<file path="config.mk">
export PLATFORM = sky130hd
export DESIGN_NAME = pll_divider_chain
export DESIGN_NICKNAME = d
export VERILOG_FILES = /design/src/hw/pll_pkg.sv /design/src/hw/pin_sync.sv /design/src/hw/pll_divider_chain.sv
export SDC_FILE = /design/constraint.sdc
export NUM_CORES = 1
export LEC_CHECK = 0
export BUFFER_PORTS_ARGS = -buffer_cell sky130_fd_sc_hd__buf_2
export CORE_MARGIN = 2
export CORE_UTILIZATION = 45
export DETAILED_ROUTE_END_ITERATION = 7
export PLACE_DENSITY = 0.71
export SLEW_MARGIN = 20
export SYNTH_ARGS = -nofsm -noshare
export SYNTH_HDL_FRONTEND = slang
export SYNTH_SLANG_ARGS = --single-unit
</file>
<file path="constraint.sdc">
create_clock -name aclk -period 8.4 [get_ports aclk]
set_input_delay 0.84 -clock aclk [delete_from_list [all_inputs] [get_ports aclk]]
set_output_delay 0.84 -clock aclk [all_outputs]
set_load 0.05 [all_outputs]
</file>
<file path="src/hw/pll_pkg.sv">
// Shared constants and carrier types for the synthesizer divider chain.
// Assumes a single 25 MHz system clock and an AXI4-Lite register bus.
package pll_pkg;

	// Serial programming word
	localparam int SHIFT_WIDTH = 22;
	localparam int ADDR_LSB = 0;
	localparam logic [1:0] ADDR_REF = 2'h0;
	localparam logic [1:0] ADDR_FB = 2'h1;
	localparam logic [1:0] ADDR_FUNC = 2'h2;

	// Field positions inside the serial word
	localparam int REF_WIDTH = 15;
	localparam int REF_LSB = 2;
	localparam int SWALLOW_WIDTH = 5;
	localparam int SWALLOW_LSB = 2;
	localparam int MAIN_WIDTH = 13;
	localparam int MAIN_LSB = 7;
	localparam int PRESCALER_SEL_BIT = 2;
	localparam int POLARITY_BIT = 3;

	// Divider limits and latch reset values
	localparam logic [REF_WIDTH-1:0] REF_MIN = 15'h0002;
	localparam logic [REF_WIDTH-1:0] REF_RESET = 15'h000a;
	localparam logic [MAIN_WIDTH-1:0] MAIN_MIN = 13'h0001;
	localparam logic [MAIN_WIDTH-1:0] MAIN_RESET = 13'h0010;
	localparam logic [SWALLOW_WIDTH-1:0] SWALLOW_RESET = 5'h00;
	localparam logic PRESCALER_SEL_RESET = 1'b1;
	localparam logic POLARITY_RESET = 1'b1;

	// Prescaler lower moduli (upper modulus is one more)
	localparam int PRE_WIDTH = 6;
	localparam logic [PRE_WIDTH-1:0] PRE_STD_HIGH = 6'h20;
	localparam logic [PRE_WIDTH-1:0] PRE_STD_LOW = 6'h10;
	localparam logic [PRE_WIDTH-1:0] PRE_LOWF_HIGH = 6'h10;
	localparam logic [PRE_WIDTH-1:0] PRE_LOWF_LOW = 6'h08;

	// Pin indices into the synchroniser bank
	localparam int PIN_COUNT = 5;
	localparam int PIN_SCLK = 0;
	localparam int PIN_SDATA = 1;
	localparam int PIN_LOAD = 2;
	localparam int PIN_REF = 3;
	localparam int PIN_RF = 4;

	// Register map (byte addresses)
	localparam int AXI_ADDR_WIDTH = 8;
	localparam logic [7:0] OFS_CTRL = 8'h00;
	localparam logic [7:0] OFS_STATUS = 8'h04;
	localparam logic [7:0] OFS_REF_LATCH = 8'h08;
	localparam logic [7:0] OFS_FB_LATCH = 8'h0c;
	localparam logic [7:0] OFS_FUNC_LATCH = 8'h10;
	localparam logic [7:0] OFS_SHIFT = 8'h14;
	localparam int CTRL_VARIANT_BIT = 0;
	localparam logic CTRL_RESET = 1'b0;
	localparam logic [1:0] RESP_OKAY = 2'h0;
	localparam logic [1:0] RESP_SLVERR = 2'h2;

	typedef struct packed {
		logic [REF_WIDTH-1:0] ratio;
	} ref_latch_type;

	typedef struct packed {
		logic [MAIN_WIDTH-1:0] main_feedback_count;
		logic [SWALLOW_WIDTH-1:0] swallow_count;
	} fb_latch_type;

	typedef struct packed {
		logic pump_polarity;
		logic prescaler_high;
	} func_latch_type;

	typedef enum logic [0:0] {
		BUS_IDLE = 1'b0,
		BUS_RESP = 1'b1
	} bus_state_type;

endpackage

</file>
<file path="src/hw/pin_sync.sv">
// Three-stage synchroniser for one asynchronous pin with edge pulse.
// Assumes the pin is unrelated to aclk; the level changes once stages two and three agree.
`timescale 1ns/1ns
module pin_sync (
	input wire logic aclk,
	input wire logic aresetn,
	input wire logic pin,
	output logic level,
	output logic rise
);
	logic ff1_q, ff2_q, ff3_q, level_q, rise_q;
	logic level_d, rise_d;

	always_comb begin
		level_d = level_q;
		if (ff2_q == ff3_q) begin
			level_d = ff3_q;
		end
		rise_d = level_d & ~level_q;
	end

	always_ff @(posedge aclk) begin
		if (!aresetn) begin
			ff1_q <= 1'b0;
			ff2_q <= 1'b0;
			ff3_q <= 1'b0;
			level_q <= 1'b0;
			rise_q <= 1'b0;
		end else begin
			ff1_q <= pin;
			ff2_q <= ff1_q;
			ff3_q <= ff2_q;
			level_q <= level_d;
			rise_q <= rise_d;
		end
	end

	assign level = level_q;
	assign rise = rise_q;
endmodule

</file>
<file path="src/hw/pll_divider_chain.sv">
// Divider chain of an integer-N synthesizer: serial loader, reference and feedback dividers, phase detector.
// Assumes pins are asynchronous to aclk and toggle well below a quarter of its rate.
//
// The implementer's own choices: the register addresses and register access over AXI4-Lite.
`timescale 1ns/1ns
module pll_divider_chain
	import pll_pkg::*;
(
	input wire logic aclk,
	input wire logic aresetn,
	input wire logic [AXI_ADDR_WIDTH-1:0] s_axi_awaddr,
	input wire logic [2:0] s_axi_awprot,
	input wire logic s_axi_awvalid,
	output logic s_axi_awready,
	input wire logic [31:0] s_axi_wdata,
	input wire logic [3:0] s_axi_wstrb,
	input wire logic s_axi_wvalid,
	output logic s_axi_wready,
	output logic [1:0] s_axi_bresp,
	output logic s_axi_bvalid,
	input wire logic s_axi_bready,
	input wire logic [AXI_ADDR_WIDTH-1:0] s_axi_araddr,
	input wire logic [2:0] s_axi_arprot,
	input wire logic s_axi_arvalid,
	output logic s_axi_arready,
	output logic [31:0] s_axi_rdata,
	output logic [1:0] s_axi_rresp,
	output logic s_axi_rvalid,
	input wire logic s_axi_rready,
	input wire logic serial_clock,
	input wire logic serial_data,
	input wire logic load_strobe,
	input wire logic ref_in,
	input wire logic rf_in,
	output logic pump_output_up,
	output logic pump_output_down,
	output logic ref_div_out,
	output logic fb_div_out
);

	function automatic logic addr_mapped(input logic [AXI_ADDR_WIDTH-1:0] addr);
		addr_mapped = (addr == OFS_CTRL) || (addr == OFS_STATUS) || (addr == OFS_REF_LATCH) ||
			(addr == OFS_FB_LATCH) || (addr == OFS_FUNC_LATCH) || (addr == OFS_SHIFT);
	endfunction

	// Pin synchronisers
	logic [PIN_COUNT-1:0] pin_raw, pin_level, pin_rise;
	assign pin_raw = {rf_in, ref_in, load_strobe, serial_data, serial_clock};

	genvar gi;
	generate
		for (gi = 0; gi < PIN_COUNT; gi++) begin : g_sync
			pin_sync u_sync (
				.aclk(aclk),
				.aresetn(aresetn),
				.pin(pin_raw[gi]),
				.level(pin_level[gi]),
				.rise(pin_rise[gi])
			);
		end
	endgenerate

	// Serial loader and latches
	logic [SHIFT_WIDTH-1:0] shift_q, shift_d;
	ref_latch_type ref_latch_q, ref_latch_d;
	fb_latch_type fb_latch_q, fb_latch_d;
	func_latch_type func_latch_q, func_latch_d;

	always_comb begin
		shift_d = shift_q;
		ref_latch_d = ref_latch_q;
		fb_latch_d = fb_latch_q;
		func_latch_d = func_latch_q;
		if (pin_rise[PIN_SCLK]) begin
			shift_d = {shift_q[SHIFT_WIDTH-2:0], pin_level[PIN_SDATA]};
		end
		if (pin_rise[PIN_LOAD]) begin
			case (shift_q[ADDR_LSB +: 2])
				ADDR_REF: begin
					ref_latch_d.ratio = shift_q[REF_LSB +: REF_WIDTH];
				end
				ADDR_FB: begin
					fb_latch_d.swallow_count = shift_q[SWALLOW_LSB +: SWALLOW_WIDTH];
					fb_latch_d.main_feedback_count = shift_q[MAIN_LSB +: MAIN_WIDTH];
				end
				ADDR_FUNC: begin
					func_latch_d.prescaler_high = shift_q[PRESCALER_SEL_BIT];
					func_latch_d.pump_polarity = shift_q[POLARITY_BIT];
				end
				default: begin
					func_latch_d = func_latch_q;
				end
			endcase
		end
	end

	always_ff @(posedge aclk) begin
		if (!aresetn) begin
			shift_q <= '0;
			ref_latch_q <= '{ratio: REF_RESET};
			fb_latch_q <= '{main_feedback_count: MAIN_RESET, swallow_count: SWALLOW_RESET};
			func_latch_q <= '{pump_polarity: POLARITY_RESET, prescaler_high: PRESCALER_SEL_RESET};
		end else begin
			shift_q <= shift_d;
			ref_latch_q <= ref_latch_d;
			fb_latch_q <= fb_latch_d;
			func_latch_q <= func_latch_d;
		end
	end

	// Reference divider
	logic [REF_WIDTH-1:0] ref_cnt_q, ref_cnt_d, ref_ratio;
	logic ref_div_q, ref_div_d;

	always_comb begin
		// ratios below two run as two
		ref_ratio = (ref_latch_q.ratio < REF_MIN) ? REF_MIN : ref_latch_q.ratio;
		ref_cnt_d = ref_cnt_q;
		ref_div_d = 1'b0;
		if (pin_rise[PIN_REF]) begin
			if (ref_cnt_q >= ref_ratio - 15'h0001) begin
				ref_cnt_d = '0;
				ref_div_d = 1'b1;
			end else begin
				ref_cnt_d = ref_cnt_q + 15'h0001;
			end
		end
	end

	always_ff @(posedge aclk) begin
		if (!aresetn) begin
			ref_cnt_q <= '0;
			ref_div_q <= 1'b0;
		end else begin
			ref_cnt_q <= ref_cnt_d;
			ref_div_q <= ref_div_d;
		end
	end

	// Prescaler and feedback divider
	logic variant_low_q, variant_low_d;
	logic [PRE_WIDTH-1:0] pre_cnt_q, pre_cnt_d, pre_base, pre_mod;
	logic [MAIN_WIDTH-1:0] main_left_q, main_left_d, main_load;
	logic [SWALLOW_WIDTH-1:0] swallow_left_q, swallow_left_d;
	logic pre_out, fb_div_q, fb_div_d;

	always_comb begin
		// modulus pair by variant and select
		if (variant_low_q) begin
			pre_base = func_latch_q.prescaler_high ? PRE_LOWF_HIGH : PRE_LOWF_LOW;
		end else begin
			pre_base = func_latch_q.prescaler_high ? PRE_STD_HIGH : PRE_STD_LOW;
		end
		pre_mod = pre_base + {{(PRE_WIDTH-1){1'b0}}, (swallow_left_q != '0)};
		main_load = (fb_latch_q.main_feedback_count < MAIN_MIN) ? MAIN_MIN : fb_latch_q.main_feedback_count;
		pre_cnt_d = pre_cnt_q;
		pre_out = 1'b0;
		if (pin_rise[PIN_RF]) begin
			if (pre_cnt_q >= pre_mod - 6'h01) begin
				pre_cnt_d = '0;
				pre_out = 1'b1;
			end else begin
				pre_cnt_d = pre_cnt_q + 6'h01;
			end
		end
		main_left_d = main_left_q;
		swallow_left_d = swallow_left_q;
		fb_div_d = 1'b0;
		// ratio P times main plus swallow
		if (pre_out) begin
			if (main_left_q <= MAIN_MIN) begin
				main_left_d = main_load;
				swallow_left_d = fb_latch_q.swallow_count;
				fb_div_d = 1'b1;
			end else begin
				main_left_d = main_left_q - 13'h0001;
				if (swallow_left_q != '0) begin
					swallow_left_d = swallow_left_q - 5'h01;
				end
			end
		end
	end

	always_ff @(posedge aclk) begin
		if (!aresetn) begin
			pre_cnt_q <= '0;
			main_left_q <= MAIN_RESET;
			swallow_left_q <= SWALLOW_RESET;
			fb_div_q <= 1'b0;
		end else begin
			pre_cnt_q <= pre_cnt_d;
			main_left_q <= main_left_d;
			swallow_left_q <= swallow_left_d;
			fb_div_q <= fb_div_d;
		end
	end

	// Phase/frequency detector
	logic up_q, up_d, down_q, down_d;
	logic pump_up_q, pump_up_d, pump_down_q, pump_down_d;

	always_comb begin
		// leading side pumps until the other arrives
		up_d = up_q | ref_div_q;
		down_d = down_q | fb_div_q;
		if (up_d && down_d) begin
			up_d = 1'b0;
			down_d = 1'b0;
		end
		pump_up_d = func_latch_q.pump_polarity ? up_d : down_d;
		pump_down_d = func_latch_q.pump_polarity ? down_d : up_d;
	end

	always_ff @(posedge aclk) begin
		if (!aresetn) begin
			up_q <= 1'b0;
			down_q <= 1'b0;
			pump_up_q <= 1'b0;
			pump_down_q <= 1'b0;
		end else begin
			up_q <= up_d;
			down_q <= down_d;
			pump_up_q <= pump_up_d;
			pump_down_q <= pump_down_d;
		end
	end

	assign pump_output_up = pump_up_q;
	assign pump_output_down = pump_down_q;
	assign ref_div_out = ref_div_q;
	assign fb_div_out = fb_div_q;

	// AXI4-Lite slave
	bus_state_type wr_state_q, wr_state_d, rd_state_q, rd_state_d;
	logic aw_got_q, aw_got_d, w_got_q, w_got_d;
	logic [AXI_ADDR_WIDTH-1:0] awaddr_q, awaddr_d;
	logic [31:0] wdata_q, wdata_d, rdata_q, rdata_d;
	logic wstrb0_q, wstrb0_d;
	logic [1:0] bresp_q, bresp_d, rresp_q, rresp_d;

	assign s_axi_awready = (wr_state_q == BUS_IDLE) && !aw_got_q;
	assign s_axi_wready = (wr_state_q == BUS_IDLE) && !w_got_q;
	assign s_axi_bvalid = (wr_state_q == BUS_RESP);
	assign s_axi_bresp = bresp_q;
	assign s_axi_arready = (rd_state_q == BUS_IDLE);
	assign s_axi_rvalid = (rd_state_q == BUS_RESP);
	assign s_axi_rdata = rdata_q;
	assign s_axi_rresp = rresp_q;

	always_comb begin
		wr_state_d = wr_state_q;
		aw_got_d = aw_got_q;
		w_got_d = w_got_q;
		awaddr_d = awaddr_q;
		wdata_d = wdata_q;
		wstrb0_d = wstrb0_q;
		bresp_d = bresp_q;
		variant_low_d = variant_low_q;
		case (wr_state_q)
			BUS_IDLE: begin
				if (s_axi_awvalid && s_axi_awready) begin
					aw_got_d = 1'b1;
					awaddr_d = s_axi_awaddr;
				end
				if (s_axi_wvalid && s_axi_wready) begin
					w_got_d = 1'b1;
					wdata_d = s_axi_wdata;
					wstrb0_d = s_axi_wstrb[0];
				end
				if (aw_got_d && w_got_d) begin
					aw_got_d = 1'b0;
					w_got_d = 1'b0;
					wr_state_d = BUS_RESP;
					bresp_d = addr_mapped(awaddr_d) ? RESP_OKAY : RESP_SLVERR;
					if (awaddr_d == OFS_CTRL && wstrb0_d) begin
						variant_low_d = wdata_d[CTRL_VARIANT_BIT];
					end
				end
			end
			BUS_RESP: begin
				if (s_axi_bready) begin
					wr_state_d = BUS_IDLE;
				end
			end
			default: begin
				wr_state_d = BUS_IDLE;
			end
		endcase
	end

	always_comb begin
		rd_state_d = rd_state_q;
		rdata_d = rdata_q;
		rresp_d = rresp_q;
		case (rd_state_q)
			BUS_IDLE: begin
				if (s_axi_arvalid) begin
					rd_state_d = BUS_RESP;
					rresp_d = addr_mapped(s_axi_araddr) ? RESP_OKAY : RESP_SLVERR;
					case (s_axi_araddr)
						OFS_CTRL: rdata_d = {31'h0, variant_low_q};
						OFS_STATUS: rdata_d = {28'h0, fb_div_q, ref_div_q, pump_down_q, pump_up_q};
						OFS_REF_LATCH: rdata_d = {17'h0, ref_latch_q.ratio};
						OFS_FB_LATCH: rdata_d = {14'h0, fb_latch_q};
						OFS_FUNC_LATCH: rdata_d = {30'h0, func_latch_q};
						OFS_SHIFT: rdata_d = {10'h0, shift_q};
						default: rdata_d = 32'h0;
					endcase
				end
			end
			BUS_RESP: begin
				if (s_axi_rready) begin
					rd_state_d = BUS_IDLE;
				end
			end
			default: begin
				rd_state_d = BUS_IDLE;
			end
		endcase
	end

	always_ff @(posedge aclk) begin
		if (!aresetn) begin
			wr_state_q <= BUS_IDLE;
			rd_state_q <= BUS_IDLE;
			aw_got_q <= 1'b0;
			w_got_q <= 1'b0;
			awaddr_q <= '0;
			wdata_q <= '0;
			wstrb0_q <= 1'b0;
			bresp_q <= RESP_OKAY;
			rdata_q <= '0;
			rresp_q <= RESP_OKAY;
			variant_low_q <= CTRL_RESET;
		end else begin
			wr_state_q <= wr_state_d;
			rd_state_q <= rd_state_d;
			aw_got_q <= aw_got_d;
			w_got_q <= w_got_d;
			awaddr_q <= awaddr_d;
			wdata_q <= wdata_d;
			wstrb0_q <= wstrb0_d;
			bresp_q <= bresp_d;
			rdata_q <= rdata_d;
			rresp_q <= rresp_d;
			variant_low_q <= variant_low_d;
		end
	end
endmodule

</file>
# After elaboration in Yosys (flattened, before gate mapping)

Cells that the tools add are included.
Widths: inputs -> output; s select.

Output and inout bits: 45
Register bits: 177
Word-level logic and storage cells: 167

Order comparisons: 5
Add/subtract/negate cells: 7
Equal/unequal tests: 17
Reductions and logical operators: 33
Multiplexer cells: 42
Bitwise operators: 12

Operators by type and width:

| operator              | count |
|---|---|
| $pmux 22 s6           | 1 |
| $eq 8x4->1 const B    | 4 |
| $eq 8x5->1 const B    | 4 |
| $mux 15               | 2 |
| $mux 13               | 2 |
| $mux 1                | 25 |
| $mux 6                | 3 |
| $eq 8x3->1 const B    | 2 |
| $logic_not 8->1       | 2 |
| $mux 8                | 2 |
| $reduce_and 2->1      | 8 |
| $add 15x1->15 const B | 1 |
| $ge 15x15->1          | 1 |
| $lt 15x2->1 const B   | 1 |
| $mux 5                | 3 |
| $sub 15x1->15 const B | 1 |
| $le 13x1->1 const B   | 1 |
| $lt 13x1->1 const B   | 1 |
| $sub 13x1->13 const B | 1 |
| $logic_or 1x1->1      | 10 |
| $logic_and 1x1->1     | 7 |
| $add 6x1->6           | 1 |
| $add 6x1->6 const B   | 1 |
| $ge 6x6->1            | 1 |
| other kinds (15)      | 31 |

# Depth between registers and ports, before layout

Word-level depth: 12
Depth in mapped cells: 19
Depth with buffers taken out: 17

# Modules after synthesis

A second synthesis with hierarchy kept.

Cell total of the unflattened synthesis: 895
Area, all modules: 7686.1 µm²

By module, submodules not included:

| module            | seq. area each (µm²) | cells each | area an instance (µm²) | times used |
|---|---|---|---|---|
| pll_divider_chain | 2822.7               | 835        | 6941.7                 | 1 |
| pin_sync          | 100.1                | 12         | 148.9                  | 5 |

# Worst setup path before layout

OpenSTA, ideal clock, no wires.

Kind: register -> register
Start point: register ref_latch_q[7] (netlist bit)
End point: register ref_cnt_q[10]
Arrival: 3.640 ns
Clock period less this slack: 3.768 ns
Slack: 4.632 ns
Cell stages (with the launch flop): 19
Buffers on the path: 2
Data required time: 8.272 ns
Cells stage by stage: dfxtp_1 > clkbuf_1 > nor4_2 > nand2_1 > or3_1 > o31ai_1 > ha_1 > nand2_1 > nor2_1 > nand2_1 > nor4_1 > xnor2_1 > ha_1 > and3_1 > nand2_1 > o211a_1 > o21ai_1 > clkbuf_1 > nor2_1

Cells in the longest elaborated chain, start to end: 5

RTL lines:

| what                   | line                     | RTL |
|---|---|---|
| start, declared        | pll_divider_chain.sv:65  | `ref_latch_type ref_latch_q, ref_latch_d;` |
| start signal, assigned | pll_divider_chain.sv:100 | `ref_latch_q <= '{ratio: REF_RESET};` |
| start signal, assigned | pll_divider_chain.sv:105 | `ref_latch_q <= ref_latch_d;` |
| $lt 15x2->1            | pll_divider_chain.sv:117 | `ref_ratio = (ref_latch_q.ratio < REF_MIN) ? REF_MIN : ref_latch_q.ratio;` |
| $mux 15 (*)            | pll_divider_chain.sv:117 |  |
| $sub 15x1->15 (*)      | pll_divider_chain.sv:121 | `if (ref_cnt_q >= ref_ratio - 15'h0001) begin` |
| $ge 15x15->1 (*)       | pll_divider_chain.sv:121 |  |
| $mux 15 (*)            | pll_divider_chain.sv:121 |  |
| end signal, assigned   | pll_divider_chain.sv:135 | `ref_cnt_q <= ref_cnt_d;` |
| end, declared          | pll_divider_chain.sv:112 | `logic [REF_WIDTH-1:0] ref_cnt_q, ref_cnt_d, ref_ratio;` |

Every way passes the cells marked *; elsewhere a longest branch is shown, timed or not.
A chain may end at the register's enable or synchronous reset.

# Worst setup path in the final report

Start point: register ref_latch_q[7] (netlist bit)
End point: register ref_cnt_q[3]

Same word-level chain as after synthesis.

==> flow_metrics.py <==
metrics = {
    "routing": {
        "wl_met3_um": 1155,
        "wl_met2_um": 7854,
        "detail-route-antenna-nets": 0,
        "wl_um": 17580,
        "wl_met1_um": 8389,
        "topRoutingLayerUsed": "met4",
        "wl_per_cell_um": 14.94,
        "route.detailed.drc": 0,
        "viasPerCell": 5.486,
        "dr.pass1.iters": 6,
        "drt-initial-drc-count": 526,
        "vias": 6457,
    },
    "cts": {
        "cts_root_buffer": "clkbuf_16",
        "holdBufCountCts": 0,
        "cts.repair.resized": 0,
        "postCtsSetupBuffers": 0,
        "cts_tree": "built",
        "clkTransAtPathRegs_ns": 0.06,
        "htreeDepth": 4,
        "insertion_delay_ns": 0.42,
        "cts.sinks": 165,
        "clk_path_buf_depth": 2,
        "cts_made_buffers": 17,
    },
    "floorplan": {
        "start_util": 0.4603,
        "top_level_ports": 115,
        "die_y_um": 134.5,
        "die_x_um": 134.5,
        "dieArea_um2": 18080,
        "core_um2": 16640,
        "fp-row-count": 47,
    },
    "setup_path": {
        "required_ns": 8.68,
        "critPathArrivalTime_ns": 4.70,
        "r2r-start": "ref_latch_q[7]$_SDFFE_PN0P_",
        "crit_family": "simple AND/OR/NAND/NOR gates",
        "max_stage_delay_ns": 0.65,
        "path_class": "flop to flop",
        "crit_buf_inv": 0,
        "reg2reg_slack_ns": 3.98,
        "cp_max_fo": 12,
        "cp_slowest_cell": "o21ai_1",
        "r2r_cells": 16,
        "r2r-end": "ref_cnt_q[3]$_SDFFE_PN0P_",
        "startpoint": "ref_latch_q[7]$_SDFFE_PN0P_",
        "crit_path_frequent_cell": "nand2_1",
        "end_kind": "flop",
        "start_kind": "flop",
        "cp_cell_sequence": "nor4_2 > nand2_1 > or3_1 > o31ai_1 > ha_1 > nand2_1 > nor2_1 > nand2_1 > nor4_1 > xnor2_1 > ha_1 > and3_1 > nand2_1 > o211a_1 > o21ai_1 > nor2_1",
    },
    "sta": {
        "skew_ns": 0.005270,
        "clock.fmax_mhz": 226.1,
        "finalHoldViolCount": 0,
        "worst_pin_slew_ns": 0.9419,
        "slew_headroom": 0.3698,
        "period_share": 0.5266,
        "rsz0062_at_grt": "no",
        "report.final.slew_viol_count": 0,
        "setup-tns-final_ns": 0,
        "setup_viol": 0,
        "min_period_ns": 4.424,
    },
    "synth": {
        "synth_top_family_by_area": "simple AND/OR/NAND/NOR gates",
        "ys_ff_latch": 165,
        "yosys.area_share.simple": 0.2220,
        "async_reset_ff_frac": 0,
        "synth_xor_area_frac": 0.03087,
        "synth_warnings": 0,
        "synthCells": 909,
        "syn_avg_cell_area_um2": 8.428,
        "synth_fa_ha_area_frac": 0.04900,
        "synth_cell_types": 68,
        "muxShareOfSynthArea": 0.05439,
        "seq_area_frac_synth": 0.4312,
        "syn-cell-area_um2": 7661,
        "synth-compound-area-share": 0.1623,
        "synth_edf_count": 0,
        "synthFlopType": "dfxtp_1",
    },
    "pwr": {
        "power.share.clock": 0.473,
        "p_total_mw": 1.692,
        "switching_power_mw": 0.4020,
        "p_int_mw": 1.290,
        "p_leak_nw": 3.317,
        "pwr-share-comb": 0.053,
        "switching_share": 0.2376,
        "seq_power_share": 0.473,
        "powerDensity_nw_per_um2": 195.9,
        "vdd_drop_max_v": 0.0001742,
    },
    "min_path": {
        "hold_path_class": "flop to flop",
        "holdPathStages": 1,
        "min_from": "g_sync[3].u_sync.level$_SDFF_PN0_",
        "hold_end": "g_sync[3].u_sync.rise$_SDFF_PN0_",
    },
    "layout": {
        "antenna-diode-count": 0,
        "final_nets": 1044,
        "areaGrowthSynthToFinish_pct": 12.74,
        "drive_gt1_frac": 0.1202,
    },
    "grt": {
        "gr-total-overflow": 0,
        "grt_usage": 0.1973,
        "grt_max_degree": 71,
        "antenna_found_initial": 0,
        "grt_pass1_wl_um": 28720,
        "grt_pass1_vias": 5793,
    },
    "place": {
        "io_buffers": 62,
        "gp_congestion": 0.8341,
        "dp.final_hpwl_um": 12160,
    },
    "run": {
        "max_cap_viol_count": 0,
    },
    "status": {
        "status": "finished clean",
    },
}
[per-stage QoR]
stage                     hold slack, ns  instances  worst slack (ns)  utilization  area, um^2
final                             0.4140       1177             3.976       0.5190        8637
after floorplan                   0.3902        920             4.632            -        7702
after global routing              0.4310       1177             3.602       0.5190        8637
after CTS                         0.4150       1177             3.914       0.5185        8628
after detailed placement          0.4058       1145             3.971       0.4822        8025
after global placement            0.3982       1145             4.081       0.4822        8025
[cell usage after synthesis (all sizes together) (13+ instances only)]
cell	number	area share
xor2	14	0.016
mux2i	36	0.047
a22oi	18	0.018
xnor2	13	0.015
and2	19	0.016
nor3	25	0.016
dfxtp	165	0.43
inv	22	0.011
nand3	22	0.014
buf	27	0.022
nor2	100	0.050
ha	30	0.049
a21oi	71	0.046
clkbuf	34	0.017
nand2	135	0.066
o21ai	52	0.034
[cell type report]
class / count / area [um^2]
inverters: 22 / 83.83
multi-input cells: 672 / 4031
flip-flops and latches: 165 / 3303
clock inverters: 14 / 173.9
repair buffers: 66 / 340.3
clock buffers: 18 / 429.2
fillers: 1559 / 8005
well taps: 220 / 275.3
[sequential cells by signal, indices dropped and copies added, names as in the netlist, 2 cells and up]
name                 cells
g_sync.u_sync.rise       4
swallow_left_q           5
g_sync.u_sync.ff2_q      5
fb_latch_q              18
g_sync.u_sync.level      5
g_sync.u_sync.ff3_q      5
pre_cnt_q                6
shift_q                 22
main_left_q             13
g_sync.u_sync.ff1_q      5
s_axi_rdata             22
ref_latch_q             15
awaddr_q                 8
ref_cnt_q               15
func_latch_q             2
[worst max-delay path by stage]
stage / endpoint / slack (ns) / depth (start not counted)
2_1_floorplan: ref_cnt_q[10]$_SDFFE_PN0P_ / 4.63 / 18
3_3_place_gp: ref_cnt_q[9]$_SDFFE_PN0P_ / 4.08 / 16
3_5_place_dp: ref_cnt_q[3]$_SDFFE_PN0P_ / 3.97 / 16
4_1_cts: ref_cnt_q[3]$_SDFFE_PN0P_ / 3.91 / 16
5_1_grt: ref_cnt_q[13]$_SDFFE_PN0P_ / 3.60 / 16
6_report: ref_cnt_q[3]$_SDFFE_PN0P_ / 3.98 / 16
[metal layers]
metal,track usage,vias to the layer above
met5,0,-
met4,0.05146,0
met3,0.04692,15
met2,0.3024,214
met1,0.2797,2985
li1,-,3243
[worst reg2reg max path, stage by stage, from the launching register on]
cell,delay [ns]
dfxtp_1,0.39
nor4_2,0.37
nand2_1,0.15
or3_1,0.38
o31ai_1,0.32
ha_1,0.25
nand2_1,0.11
nor2_1,0.22
nand2_1,0.11
nor4_1,0.26
xnor2_1,0.14
ha_1,0.30
and3_1,0.19
nand2_1,0.08
o211a_1,0.26
o21ai_1,0.65
nor2_1,0.11
[placed cells by master (no fill, tap or decap), drive strengths merged, types with 11 or more instances in the layout]
cell type and n:
a21oi 71, a22o 11, a22oi 18, and2 19
buf 66, clkbuf 18, conb 12, dfxtp 165
ha 30, inv 26, mux2i 36, nand2 135
nand3 22, nor2 100, nor3 25, nor4 12
o21ai 52, xnor2 13, xor2 14
[power by group through the flow]
stage / sequential [mW] / combinational (mW) / clock, mW
after floorplan: 0.823 / 0.0654 / 0
final: 0.801 / 0.0904 / 0.801
after CTS: 0.800 / 0.0904 / 0.814
after detailed placement: 0.818 / 0.0898 / 0
after global routing: 0.802 / 0.0989 / 0.846
after global placement: 0.818 / 0.0892 / 0
[cells by family (layout without fill, tap and decap cells)]
family                     count (synthesis)  count (layout)
DFF                                      165             165
AOI/OAI and AO/OA                        200             200
muxes                                     40              40
xor gates and xnor gates                  27              27
buffers and inverters                     83             120
other                                      1              12
and+or+nand+nor                          363             363
adders and majority gates                 30              30
Note: power is estimated with default switching activity, not from simulation.
